### config.mk
export PLATFORM = sky130hd
export DESIGN_NAME = isc_standby_ctrl
export DESIGN_NICKNAME = d
export VERILOG_FILES = /design/src/core/isc_pkg.sv /design/src/core/isc_wake_if.sv /design/src/core/isc_standby_ctrl.sv /design/src/core/isc_wake_filter.sv
export VERILOG_INCLUDE_DIRS = /design/src /design/src/core
export SDC_FILE = /design/constraint.sdc
export NUM_CORES = 1
export LEC_CHECK = 0
export BUFFER_PORTS_ARGS = -buffer_cell sky130_fd_sc_hd__buf_4
export CORE_MARGIN = 4
export CORE_UTILIZATION = 41
export CTS_CLUSTER_DIAMETER = 80
export DETAILED_ROUTE_END_ITERATION = 16
export GPL_ROUTABILITY_DRIVEN = 0
export HOLD_SLACK_MARGIN = 0.03
export PLACE_DENSITY = 0.69
export SLEW_MARGIN = 30
export SYNTH_ARGS = -nofsm -noshare
export SYNTH_HDL_FRONTEND = slang
export SYNTH_SLANG_ARGS = --single-unit
### constraint.sdc
create_clock -name core_clk -period 4.82 [get_ports core_clk]
set_input_delay 0.482 -clock core_clk [delete_from_list [all_inputs] [get_ports core_clk]]
set_output_delay 0.482 -clock core_clk [all_outputs]
set_load 0.005 [all_outputs]
### src/core/isc_defs.svh
// Purpose: constants for the idle standby controller
// Assumes: 32-bit register port, word index addressing
// Notes: offsets are register indices
`ifndef ISC_DEFS_SVH
`define ISC_DEFS_SVH
`define ISC_ADR_MODE     4'h0
`define ISC_ADR_CTRL     4'h1
`define ISC_ADR_STABILISE_TIME_SELECT     4'h2
`define ISC_ADR_STAT     4'h3
`define ISC_ADR_CLKEN    4'h4
`define ISC_ADR_WAKE     4'h5
`define ISC_MODE_LIGHT   2'h0
`define ISC_MODE_DEEP    2'h2
`define ISC_B_TRIG       0
`define ISC_B_MASKABLE_IRQ_MASK       1
`define ISC_B_NMI_A_MASK      2
`define ISC_B_NMI_B_MASK      3
`define ISC_B_NF3        4
`define ISC_STABILISE_TIME_SELECT_RST     3'h4
`define ISC_STABILISE_TIME_SELECT_BASE    13
`define ISC_PLL_LOCK_US  20
`define ISC_CLK_MHZ      10
`endif

### src/core/isc_pkg.sv
// Purpose: types for the idle standby controller
// Assumes: nothing
// Notes: one-hot state codes
package isc_pkg;
  typedef enum logic [3:0] {
    ISC_NORMAL = 4'h1,
    ISC_LIGHT  = 4'h2,
    ISC_DEEP   = 4'h4,
    ISC_SETUP  = 4'h8
  } isc_state_t;
  typedef enum logic [1:0] {
    ISC_RESUME_NONE   = 2'h0,
    ISC_RESUME_NEXT   = 2'h1,
    ISC_RESUME_BRANCH = 2'h2
  } isc_resume_t;
endpackage

### src/core/isc_wake_if.sv
// Purpose: wake decision bundle between top and wake filter
// Assumes: single clock
// Notes: plain levels
`timescale 1ns/1ps
`default_nettype none
interface isc_wake_if;
  logic wake;
  logic nmi_hit;
  logic mask_hit;
  logic higher;
  modport filt (output wake, output nmi_hit, output mask_hit, output higher);
  modport top  (input wake, input nmi_hit, input mask_hit, input higher);
endinterface
`default_nettype wire

### src/core/isc_standby_ctrl.sv
// Purpose: light and deep idle control with clock gating and setup timer
// Assumes: registers over plain strobe port, data one cycle after read
// Notes: reset input release behaves as system reset
// Notes on behaviour
// - light idle leaves on nmi, unmasked external, unmasked peripheral irq, or reset
// - requests masked by control mask bits never wake
// - pin three cannot wake while its noise filter is on
// - release from light idle returns to normal mode
// - valid requests wake regardless of priority level
// - lower priority request in handler wakes but stays pending
// - higher priority request in handler wakes and is acknowledged only when enabled; nmi request always is
// - nmi branches; maskable branches only when enabled and of higher priority, else next instruction
// - reset release equals ordinary system reset
// - light idle retains state; detector and power-on-clear stay on
// - timer runs on subclock in light idle only with input select set
// - deep idle keeps main oscillator, gates cpu, pll, flash, peripherals
// - deep idle retains ram; subclock or external clocked units run
// - after deep idle, pll and flash setup enforced before resuming
// - deep idle entered with mode bits 10 and trigger write in normal
// - deep idle keeps oscillators, stops pll and cpu, holds ports
// - deep idle stops general timers; interval timer only on slow sources
// - deep idle watch timer runs on third prescaler only without subclock; watchdog runs
// - deep idle first async channel only on external clock, others stop
// - deep idle stops converter, two-wire, can; controller can still wake
// - deep idle wake counts programmed stabilisation until overflow
`timescale 1ns/1ps
`default_nettype none
`include "isc_defs.svh"
module isc_standby_ctrl #(
  parameter int NEXT = 8,
  parameter int PW   = 3,
  parameter int NTMR = 5,
  parameter int CW   = 24
) (
  input  wire logic                core_clk,
  input  wire logic                reset,
  input  wire logic [3:0]          reg_addr,
  input  wire logic [31:0]         reg_wdata,
  input  wire logic                reg_wr,
  input  wire logic                reg_rd,
  output logic [31:0]              reg_rdata,
  input  wire logic                nmi_pin,
  input  wire logic                watchdog_irq,
  input  wire logic [NEXT-1:0]     ext_irq,
  input  wire logic [NEXT-1:0]     ext_unmasked,
  input  wire logic                periph_irq,
  input  wire logic [PW-1:0]       req_level,
  input  wire logic [PW-1:0]       cur_level,
  input  wire logic                in_handler,
  input  wire logic                irq_enabled,
  input  wire logic                subclock_present,
  input  wire logic [NTMR-1:0]     timer_input_select,
  output logic                     cpu_clk_en,
  output logic                     pll_en,
  output logic                     flash_clk_en,
  output logic                     periph_clk_en,
  output logic                     main_osc_en,
  output logic                     aux_osc_en,
  output logic                     port_hold,
  output logic                     ram_retain,
  output logic                     lvd_en,
  output logic [NTMR-1:0]          timer_run,
  output logic                     interval_timer_slow_only,
  output logic                     watch_timer_prescaler_only,
  output logic                     watchdog_run,
  output logic                     async_ext_clock_only,
  output logic                     async_other_run,
  output logic                     serial_ext_clock_only,
  output logic                     adc_run,
  output logic                     two_wire_run,
  output logic                     can_run,
  output logic                     intc_clk_en,
  output logic                     irq_ack,
  output isc_pkg::isc_resume_t     resume_action,
  output logic                     resume_pulse
);
  import isc_pkg::*;
  initial begin
    // the longest setup span, 2^20 plus lock, needs 21 counter bits
    if (CW < 21 || NTMR < 1) $error("bad counter or timer width");
  end
  localparam logic [CW-1:0] PLL_CYC = CW'(`ISC_PLL_LOCK_US * `ISC_CLK_MHZ);

  isc_state_t      state_q;
  logic [1:0]      mode_q;
  logic [4:1]      ctrl_q;
  logic [2:0]      stabilise_time_select_q;
  logic [CW-1:0]   cnt_q;
  logic [CW-1:0]   setup_len;
  isc_resume_t     act_q;
  logic            ack_q;
  logic            pulse_q;
  logic            higher_q;
  logic            nmi_q;
  logic [31:0]     rdata_q;
  logic            trig_wr;
  isc_wake_if      wk ();

  // ==========================================================
  // wake qualification
  isc_wake_filter #(.NEXT(NEXT), .PW(PW)) u_filt (
    .nmi_pin      (nmi_pin),
    .nmi_wdt      (watchdog_irq),
    .ext_irq      (ext_irq),
    .ext_unmasked (ext_unmasked),
    .periph_irq   (periph_irq),
    .req_level    (req_level),
    .cur_level    (cur_level),
    .in_handler   (in_handler),
    .ctrl         ({ctrl_q, 1'b0}),
    .wk           (wk)
  );

  // ==========================================================
  // register port
  assign trig_wr = reg_wr && reg_addr == `ISC_ADR_CTRL && reg_wdata[`ISC_B_TRIG];

  // synchronous reset doubles as the reset release path
  always_ff @(posedge core_clk) begin
    if (reset) begin
      mode_q <= `ISC_MODE_LIGHT;
      ctrl_q <= '0;
      stabilise_time_select_q <= `ISC_STABILISE_TIME_SELECT_RST;
    end else if (reg_wr) begin
      unique case (reg_addr)
        `ISC_ADR_MODE: mode_q <= reg_wdata[1:0];
        `ISC_ADR_CTRL: ctrl_q <= reg_wdata[4:1];
        `ISC_ADR_STABILISE_TIME_SELECT: stabilise_time_select_q <= reg_wdata[2:0];
        default: ;
      endcase
    end
  end

  always_ff @(posedge core_clk) begin
    if (reset) begin
      rdata_q <= '0;
    end else if (reg_rd) begin
      unique case (reg_addr)
        `ISC_ADR_MODE:  rdata_q <= {30'h0, mode_q};
        `ISC_ADR_CTRL:  rdata_q <= {27'h0, ctrl_q, 1'b0};
        `ISC_ADR_STABILISE_TIME_SELECT:  rdata_q <= {29'h0, stabilise_time_select_q};
        `ISC_ADR_STAT:  rdata_q <= {28'h0, state_q};
        `ISC_ADR_CLKEN: rdata_q <= {28'h0, cpu_clk_en, pll_en, flash_clk_en, periph_clk_en};
        `ISC_ADR_WAKE:  rdata_q <= {29'h0, nmi_q, act_q};
        default:        rdata_q <= '0;
      endcase
    end else begin
      rdata_q <= '0;
    end
  end
  assign reg_rdata = rdata_q;

  // ==========================================================
  // setup interval: 2^(base+stabilise_time_select) cycles plus pll lock
  always_comb begin
    setup_len = (CW'(1) << (`ISC_STABILISE_TIME_SELECT_BASE + stabilise_time_select_q)) + PLL_CYC;
  end

  // ==========================================================
  // mode sequencer
  always_ff @(posedge core_clk) begin
    if (reset) begin
      state_q <= ISC_NORMAL;
      cnt_q   <= '0;
    end else begin
      unique case (state_q)
        ISC_NORMAL: begin
          // trigger in normal mode selects the idle depth
          if (trig_wr) begin
            state_q <= (mode_q == `ISC_MODE_DEEP) ? ISC_DEEP : ISC_LIGHT;
          end
        end
        ISC_LIGHT: begin
          if (wk.wake) begin
            state_q <= ISC_NORMAL;
          end
        end
        ISC_DEEP: begin
          // controller is unclocked yet its wake path stays live
          if (wk.wake) begin
            state_q <= ISC_SETUP;
            cnt_q   <= '0;
          end
        end
        ISC_SETUP: begin
          // resume once the counter reaches setup_len minus one
          if (cnt_q >= setup_len - CW'(1)) begin
            state_q <= ISC_NORMAL;
          end else begin
            cnt_q <= cnt_q + CW'(1);
          end
        end
      endcase
    end
  end

  // ==========================================================
  // wake outcome, latched at the wake edge
  always_ff @(posedge core_clk) begin
    if (reset) begin
      higher_q <= 1'b0;
      nmi_q    <= 1'b0;
    end else if ((state_q == ISC_LIGHT || state_q == ISC_DEEP) && wk.wake) begin
      higher_q <= wk.higher;
      nmi_q    <= wk.nmi_hit;
    end
  end

  logic resume_now;
  logic sel_nmi;
  logic sel_hi;
  assign resume_now = (state_q == ISC_LIGHT && wk.wake) ||
                      (state_q == ISC_SETUP && cnt_q >= setup_len - CW'(1));
  // deep wake resumes long after the sources may have dropped, so use the latch
  assign sel_nmi = (state_q == ISC_LIGHT) ? wk.nmi_hit : nmi_q;
  assign sel_hi  = (state_q == ISC_LIGHT) ? wk.higher : higher_q;

  always_ff @(posedge core_clk) begin
    if (reset) begin
      act_q   <= ISC_RESUME_NONE;
      ack_q   <= 1'b0;
      pulse_q <= 1'b0;
    end else begin
      pulse_q <= resume_now;
      ack_q   <= 1'b0;
      if (resume_now) begin
        // lower priority stays pending, no acknowledge
        ack_q <= sel_hi & (sel_nmi | irq_enabled);
        // nmi branches, maskable depends on enable and priority
        if (sel_nmi || (irq_enabled && sel_hi)) begin
          act_q <= ISC_RESUME_BRANCH;
        end else begin
          act_q <= ISC_RESUME_NEXT;
        end
      end
    end
  end
  assign irq_ack       = ack_q;
  assign resume_action = act_q;
  assign resume_pulse  = pulse_q;

  // ==========================================================
  // clock and function gating
  logic lt;
  logic dp;
  assign lt = state_q == ISC_LIGHT;
  assign dp = state_q == ISC_DEEP;

  // cpu stops in both idles; pll, flash, peripherals only in deep
  assign cpu_clk_en    = state_q == ISC_NORMAL;
  assign pll_en        = ~dp;
  assign flash_clk_en  = ~dp;
  assign periph_clk_en = ~dp;
  assign main_osc_en   = 1'b1;
  assign aux_osc_en    = 1'b1;
  assign port_hold     = lt | dp;
  // state and ram are never cleared by idle
  assign ram_retain    = 1'b1;
  assign lvd_en        = 1'b1;
  // general timers: select bit in light idle, stopped in deep
  assign timer_run     = dp ? '0 : (lt ? timer_input_select : {NTMR{1'b1}});
  assign interval_timer_slow_only   = dp;
  // without subclock only the prescaler source survives
  assign watch_timer_prescaler_only = dp & ~subclock_present;
  assign watchdog_run  = 1'b1;
  assign async_ext_clock_only  = dp;
  assign async_other_run       = ~dp;
  assign serial_ext_clock_only = dp;
  // converter stops in both idles; software still idles it first to save power
  assign adc_run       = ~dp & ~lt;
  assign two_wire_run  = ~dp & ~lt;
  assign can_run       = ~dp & ~lt;
  assign intc_clk_en   = state_q == ISC_NORMAL || state_q == ISC_SETUP;
endmodule
`default_nettype wire

### src/core/isc_wake_filter.sv
// Purpose: qualify wake sources against masks and priority
// Assumes: priority levels smaller number = higher priority
// Notes: combinational
`timescale 1ns/1ps
`default_nettype none
`include "isc_defs.svh"
module isc_wake_filter #(
  parameter int NEXT = 8,
  parameter int PW   = 3
) (
  input  wire logic            nmi_pin,
  input  wire logic            nmi_wdt,
  input  wire logic [NEXT-1:0] ext_irq,
  input  wire logic [NEXT-1:0] ext_unmasked,
  input  wire logic            periph_irq,
  input  wire logic [PW-1:0]   req_level,
  input  wire logic [PW-1:0]   cur_level,
  input  wire logic            in_handler,
  input  wire logic [4:0]      ctrl,
  isc_wake_if.filt             wk
);
  logic [NEXT-1:0] ext_ok;
  initial begin
    if (NEXT < 4) $error("need at least four external pins");
  end
  // ==========================================================
  // qualification
  genvar i;
  generate
    for (i = 0; i < NEXT; i++) begin : g_ext
      if (i == 3) begin : g_p3
        // noise filter blocks this pin from waking
        assign ext_ok[i] = ext_irq[i] & ext_unmasked[i] & ~ctrl[`ISC_B_NF3];
      end else begin : g_px
        assign ext_ok[i] = ext_irq[i] & ext_unmasked[i];
      end
    end
  endgenerate
  // masked sources ignored
  assign wk.nmi_hit  = (nmi_pin & ~ctrl[`ISC_B_NMI_A_MASK]) | (nmi_wdt & ~ctrl[`ISC_B_NMI_B_MASK]);
  assign wk.mask_hit = ~ctrl[`ISC_B_MASKABLE_IRQ_MASK] & ((|ext_ok) | periph_irq);
  // wake regardless of priority
  assign wk.wake     = wk.nmi_hit | wk.mask_hit;
  // nmi always outranks a handler
  assign wk.higher   = wk.nmi_hit | ~in_handler | (req_level < cur_level);
endmodule
`default_nettype wire

; Word level (Yosys, flattened, before mapping)
; Index checks and enable logic that the tools add are counted.
[word_totals]
regBits = 75
[op_classes]
shifts = 1
n_addsub = 4
n_eq_ne = 15
n_lt_le_gt_ge = 2
reduce_logical = 20
mux = 15
bitwise = 32
[ops]
columns = cell, count
row1 = $mux 24, 2
row2 = $pmux 24 s2, 1
row3 = $pmux 5 s6, 1
row4 = $add 24x1->24 const B, 1
row5 = $add 24x8->24 const B, 1
row6 = $ge 24x24->1, 1
row7 = $shl 1x5->24 const A, 1
row8 = $sub 24x1->24 const B, 1
row9 = $mux 4, 4
row10 = $pmux 4 s4, 1
row11 = $and 1x1->1, 15
row12 = $eq 4x2->1 const B, 3
row13 = $eq 4x3->1 const B, 3
row14 = $mux 5, 2
row15 = $not 1->1, 10
row16 = $eq 4x1->1 const B, 2
row17 = $ne 2x2->1 const B, 4
row18 = $reduce_or 8->1, 1
row19 = $or 1x1->1, 7
row20 = $logic_and 1x1->1, 6
row21 = $reduce_and 2->1, 3
row22 = $add 4x3->5 const A, 1
row23 = $eq 4x4->1 const B, 1
row24 = $logic_not 4->1, 1
row25 = other kinds (11), 16

; Longest topological paths before layout
[logic_depth]
depth_word = 10
ltp_mapped = 14

; Cells and area by module
; Synthesis repeated with hierarchy kept, for this count alone.
[hier_totals]
hier_cells = 418
area_unflattened_um2 = 3362.0
[modules_own_cells]
columns = module, cells_per_inst, area_each_um2, instances
row1 = isc_standby_ctrl, 397, 3228.1, 1
row2 = isc_wake_filter, 21, 133.9, 1

; Worst setup path before layout
; OpenSTA, ideal clock, no wires.
[synth_timing]
path_type = reg2reg
start = register stabilise_time_select_q[0]
end = register cnt_q[0]
stages_incl_launch_ff = 15
arrival_time_ns = 3.359
synth_period_minus_slack_ns = 3.487
setup_ns = 0.128
path_slack_ns = 1.333
n_path_buf = 3
cell_sequence = dfxtp_1 > buf_1 > nand2_1 > ha_1 > nor2b_1 > nand4b_1 > ha_1 > nand4_1 > nor4_1 > nand3_1 > o21ai_2 > clkbuf_1 > buf_2 > xor2_1 > nor2_1
[synth_via]
elab_chain_len = 7
[synth_rtl]
columns = item, line
row1 = start: declaration, isc_standby_ctrl.sv:87  ; logic [2:0] stabilise_time_select_q;
row2 = start signal: assignment, isc_standby_ctrl.sv:123  ; stabilise_time_select_q <= `ISC_STABILISE_TIME_SELECT_RST;
row3 = start signal: assignment, isc_standby_ctrl.sv:128  ; `ISC_ADR_STABILISE_TIME_SELECT: stabilise_time_select_q <= reg_wdata[2:0];
row4 = $add 4x3->5 (no line), n/a
row5 = $shl 1x5->24, isc_standby_ctrl.sv:156  ; setup_len = (CW'(1) << (`ISC_STABILISE_TIME_SELECT_BASE + stabilise_time_select_q)) + PLL_CYC;
row6 = $add 24x8->24, isc_standby_ctrl.sv:156
row7 = $sub 24x1->24, isc_standby_ctrl.sv:187  ; if (cnt_q >= setup_len - CW'(1)) begin
row8 = $ge 24x24->1, isc_standby_ctrl.sv:187
row9 = $ne 2x2->1 (no line), n/a
row10 = $reduce_and 3->1 (no line), n/a
row11 = end signal: assignment, isc_standby_ctrl.sv:190  ; cnt_q <= cnt_q + CW'(1);
row12 = end: declaration, isc_standby_ctrl.sv:88  ; logic [CW-1:0] cnt_q;
; No other way between the ends.
; A chain may end at the register's enable or synchronous reset.

; Worst setup path in the final report
[layout_timing]
start = register stabilise_time_select_q[0]
end = register cnt_q[17]
; The elaborated chain is that of the path after synthesis.

==> results_dict.tcl <==
set metrics [dict create \
    synth_area_per_cell_um2 8.11 \
    coreArea_um2 7850 \
    drc_errors 0 \
    yosysUniqueCellTypes 64 \
    yosysTopAreaCell "dfxtp_1" \
    status "finished clean" \
    synthTopCellsByArea "dfxtp_1 (29%), buf_4 (8.7%), ha_1 (6.3%)" \
    synth_edf_count 0 \
    p_leak_nw 1.57 \
    async_reset_ff_share_pct 0 \
    fin_nets 560 \
    share_comb_of_total_power_pct 13.3 \
    whs_endpoint "ctrl_q[4]" \
    ant_nets 0 \
    syn-cell-area_um2 3370 \
    min_from "reg_wdata[4]" \
    overflow 0 \
    power.density_nw_per_um2 209 \
    clk_pin_slew_worst_paths_ns 0.10 \
    synth.cells.most_frequent "dfxtp_1 (48), buf_4 (39), nor2_1 (34)" \
    maxCapViolations 0 \
    firstDrtPassIters 5 \
    relSlewSlack_pct 49.4 \
    r2r_cells 12 \
    clkSinkCount 48 \
    crit-reg2reg-launch "stabilise_time_select_q[0]" \
    post_dp_cell_area_um2 3810 \
    antenna_found_initial 0 \
    fillers 786 \
    clkLatencyLatePin_ns 0.31 \
    cts_root_buffer "clkbuf_8" \
    grtUsageTotal_pct 16.4 \
    min_period_over_period_pct 81.0 \
    port_buffers 73 \
    p_int_mw 0.614 \
    yosysSeqAreaShare_pct 28.5 \
    diodes 0 \
    rsz0062_at_grt "false" \
    tns_ns 0 \
    ys_ff_latch 48 \
    fin_skew_ns 0.00993 \
    clock_power_share_pct 36.9 \
    num_rows 32 \
    seq_power_share_pct 49.8 \
    netlist_instances 415 \
    ios 133 \
    via_per_inst 5.41 \
    worstPathRequired_ns 5.01 \
    grt_max_degree 32 \
    initialDrtViolationCount 122 \
    cts_hold_buf 0 \
    synthMostInstantiatedCell "dfxtp_1" \
    h-tree-depth 2 \
    critPathMaxFanout 25 \
    rrSetupSlack_ns 0.92 \
    critPathLaunchType "register" \
    die-area_um2 9730 \
    hold_depth 3 \
    dp_hpwl_um 6310 \
    synth_ff_type "dfxtp_1" \
    maxSlewViolCount 0 \
    die_h_um 98.6 \
    path_class "reg -> reg" \
    ys_warn_count 0 \
    ir_worst_vdd_mv 0.109 \
    routed_wire_length_per_instance_um 14.2 \
    yosys.area.top_type_share_pct 28.5 \
    clockBufferDepth 2 \
    worstHoldPathType "in -> reg" \
    wirelength_um 8140 \
    syn_to_final_growth_pct 16.8 \
    die_x_um 98.6 \
    finalSetupViolations 0 \
    numCtsBuffers 5 \
    r2r_end "cnt_q[17]" \
    arrival_ns 4.10 \
    cts_tree "built" \
    via_count 3102 \
    swShare_pct 25.2 \
    fin_crit_ns 3.90 \
    postLayoutCellArea_um2 3930 \
    worst_pin_slew_ns 0.748 \
    fmax_ghz 0.256 \
    grt_pass1_wl_um 13400 \
    final_layout_size_suffix_gt1_share_pct 20.0 \
    grt_pass1_vias 2833 \
    hold_viol 0 \
    start_util_pct 42.9 \
    postCtsResizedCells 0 \
    total_power_mw 0.821 \
    post-cts-setup-buffers 0 \
    cp-end-kind "register" \
    p_sw_mw 0.207 \
]
layout by cell type, fill, tap and decap left out, types with 8 or more instances in the layout:
cell      instances
nand4_1           8
nand2b_1          9
buf_4            75
conb_1           33
dfxtp_1          48
or4_1            12
inv_1            17
a21oi_1          29
nor3_1           10
mux2i_1          16
nor2_1           34
nand3_1          20
nand2_1          30
o31ai_1          11
ha_1             17
routing by layer:
metal / global-route usage, % / vias to the layer above / share of wire, %
met1: 22.6 / 1430 / 47
met4: 4.94 / 0 / 1.1
met5: 0 / - / 0
met3: 2.55 / 10 / 5.1
met2: 26.3 / 85 / 47
li1: - / 1577 / -
critical path, stage by stage, from the launching register on:
cell and delay, ns:
dfxtp_1 0.60, nand2_1 0.14, ha_1 0.37, nor2b_1 0.29, nand4b_1 0.16, ha_1 0.33, nand3_1 0.07, a21boi_0 0.14
a2111oi_2 0.39, o21ai_2 0.11, buf_4 0.24, a2111oi_0 0.58, mux2_1 0.37
stage by stage:
stage	instances	hold WS (ns)	setup slack [ns]	util (%)
after floorplan	446	0.422	1.33	-
after global placement	565	0.448	1.02	48.5
after detailed placement	565	0.447	0.954	48.6
after CTS	573	0.399	0.916	50.0
after global routing	573	0.414	0.506	50.1
final	573	0.403	0.917	50.1
registers in the layout, summed over array words and instances, names as in the netlist:
name / flops
state_q: 4
reg_rdata: 5
resume_action: 2
irq_ack: 1
ctrl_q: 4
cnt_q: 24
stabilise_time_select_q: 3
resume_pulse: 1
mode_q: 2
nmi_q: 1
higher_q: 1
power by group through the flow:
stage | combinational (mW) | clock (mW) | sequential, mW
after global placement | 0.107 | 0 | 0.417
final | 0.109 | 0.303 | 0.409
after CTS | 0.109 | 0.310 | 0.408
after detailed placement | 0.108 | 0 | 0.418
after global routing | 0.122 | 0.322 | 0.410
after floorplan | 0.0781 | 0 | 0.415
cells by family (layout without fill, tap and decap cells):
logic type,after synthesis,in the layout,synth area share (%)
mux,21,21,6.43
flops,48,48,28.5
other cells,2,33,0.223
xor+xnor,2,2,0.520
buf+inv,75,100,12.8
simple gates,161,161,25.9
fa+ha+maj,17,17,6.32
compound gates,89,89,19.2
area by class of cell:
cell class	instances	area [um2]	share of cell area, %
Tap cell	102	128	3.24
Multi-Input combinational cell	323	2100	53.5
Clock inverter	3	46.3	1.18
Sequential cell	48	961	24.4
Timing Repair Buffer	75	563	14.3
Inverter	17	63.8	1.62
Clock buffer	5	68.8	1.75
how the worst max path moves through the flow:
stage | from | endpoint | slack, ns | cells after the start
after floorplan | stabilise_time_select_q[0] | cnt_q[0] | 1.33 | 14
after global placement | stabilise_time_select_q[0] | cnt_q[17] | 1.02 | 12
after detailed placement | stabilise_time_select_q[0] | cnt_q[17] | 0.95 | 12
after CTS | stabilise_time_select_q[0] | cnt_q[17] | 0.92 | 12
after global routing | stabilise_time_select_q[0] | cnt_q[17] | 0.51 | 12
final | stabilise_time_select_q[0] | cnt_q[17] | 0.92 | 12
Power figures use the tool's default switching activity.
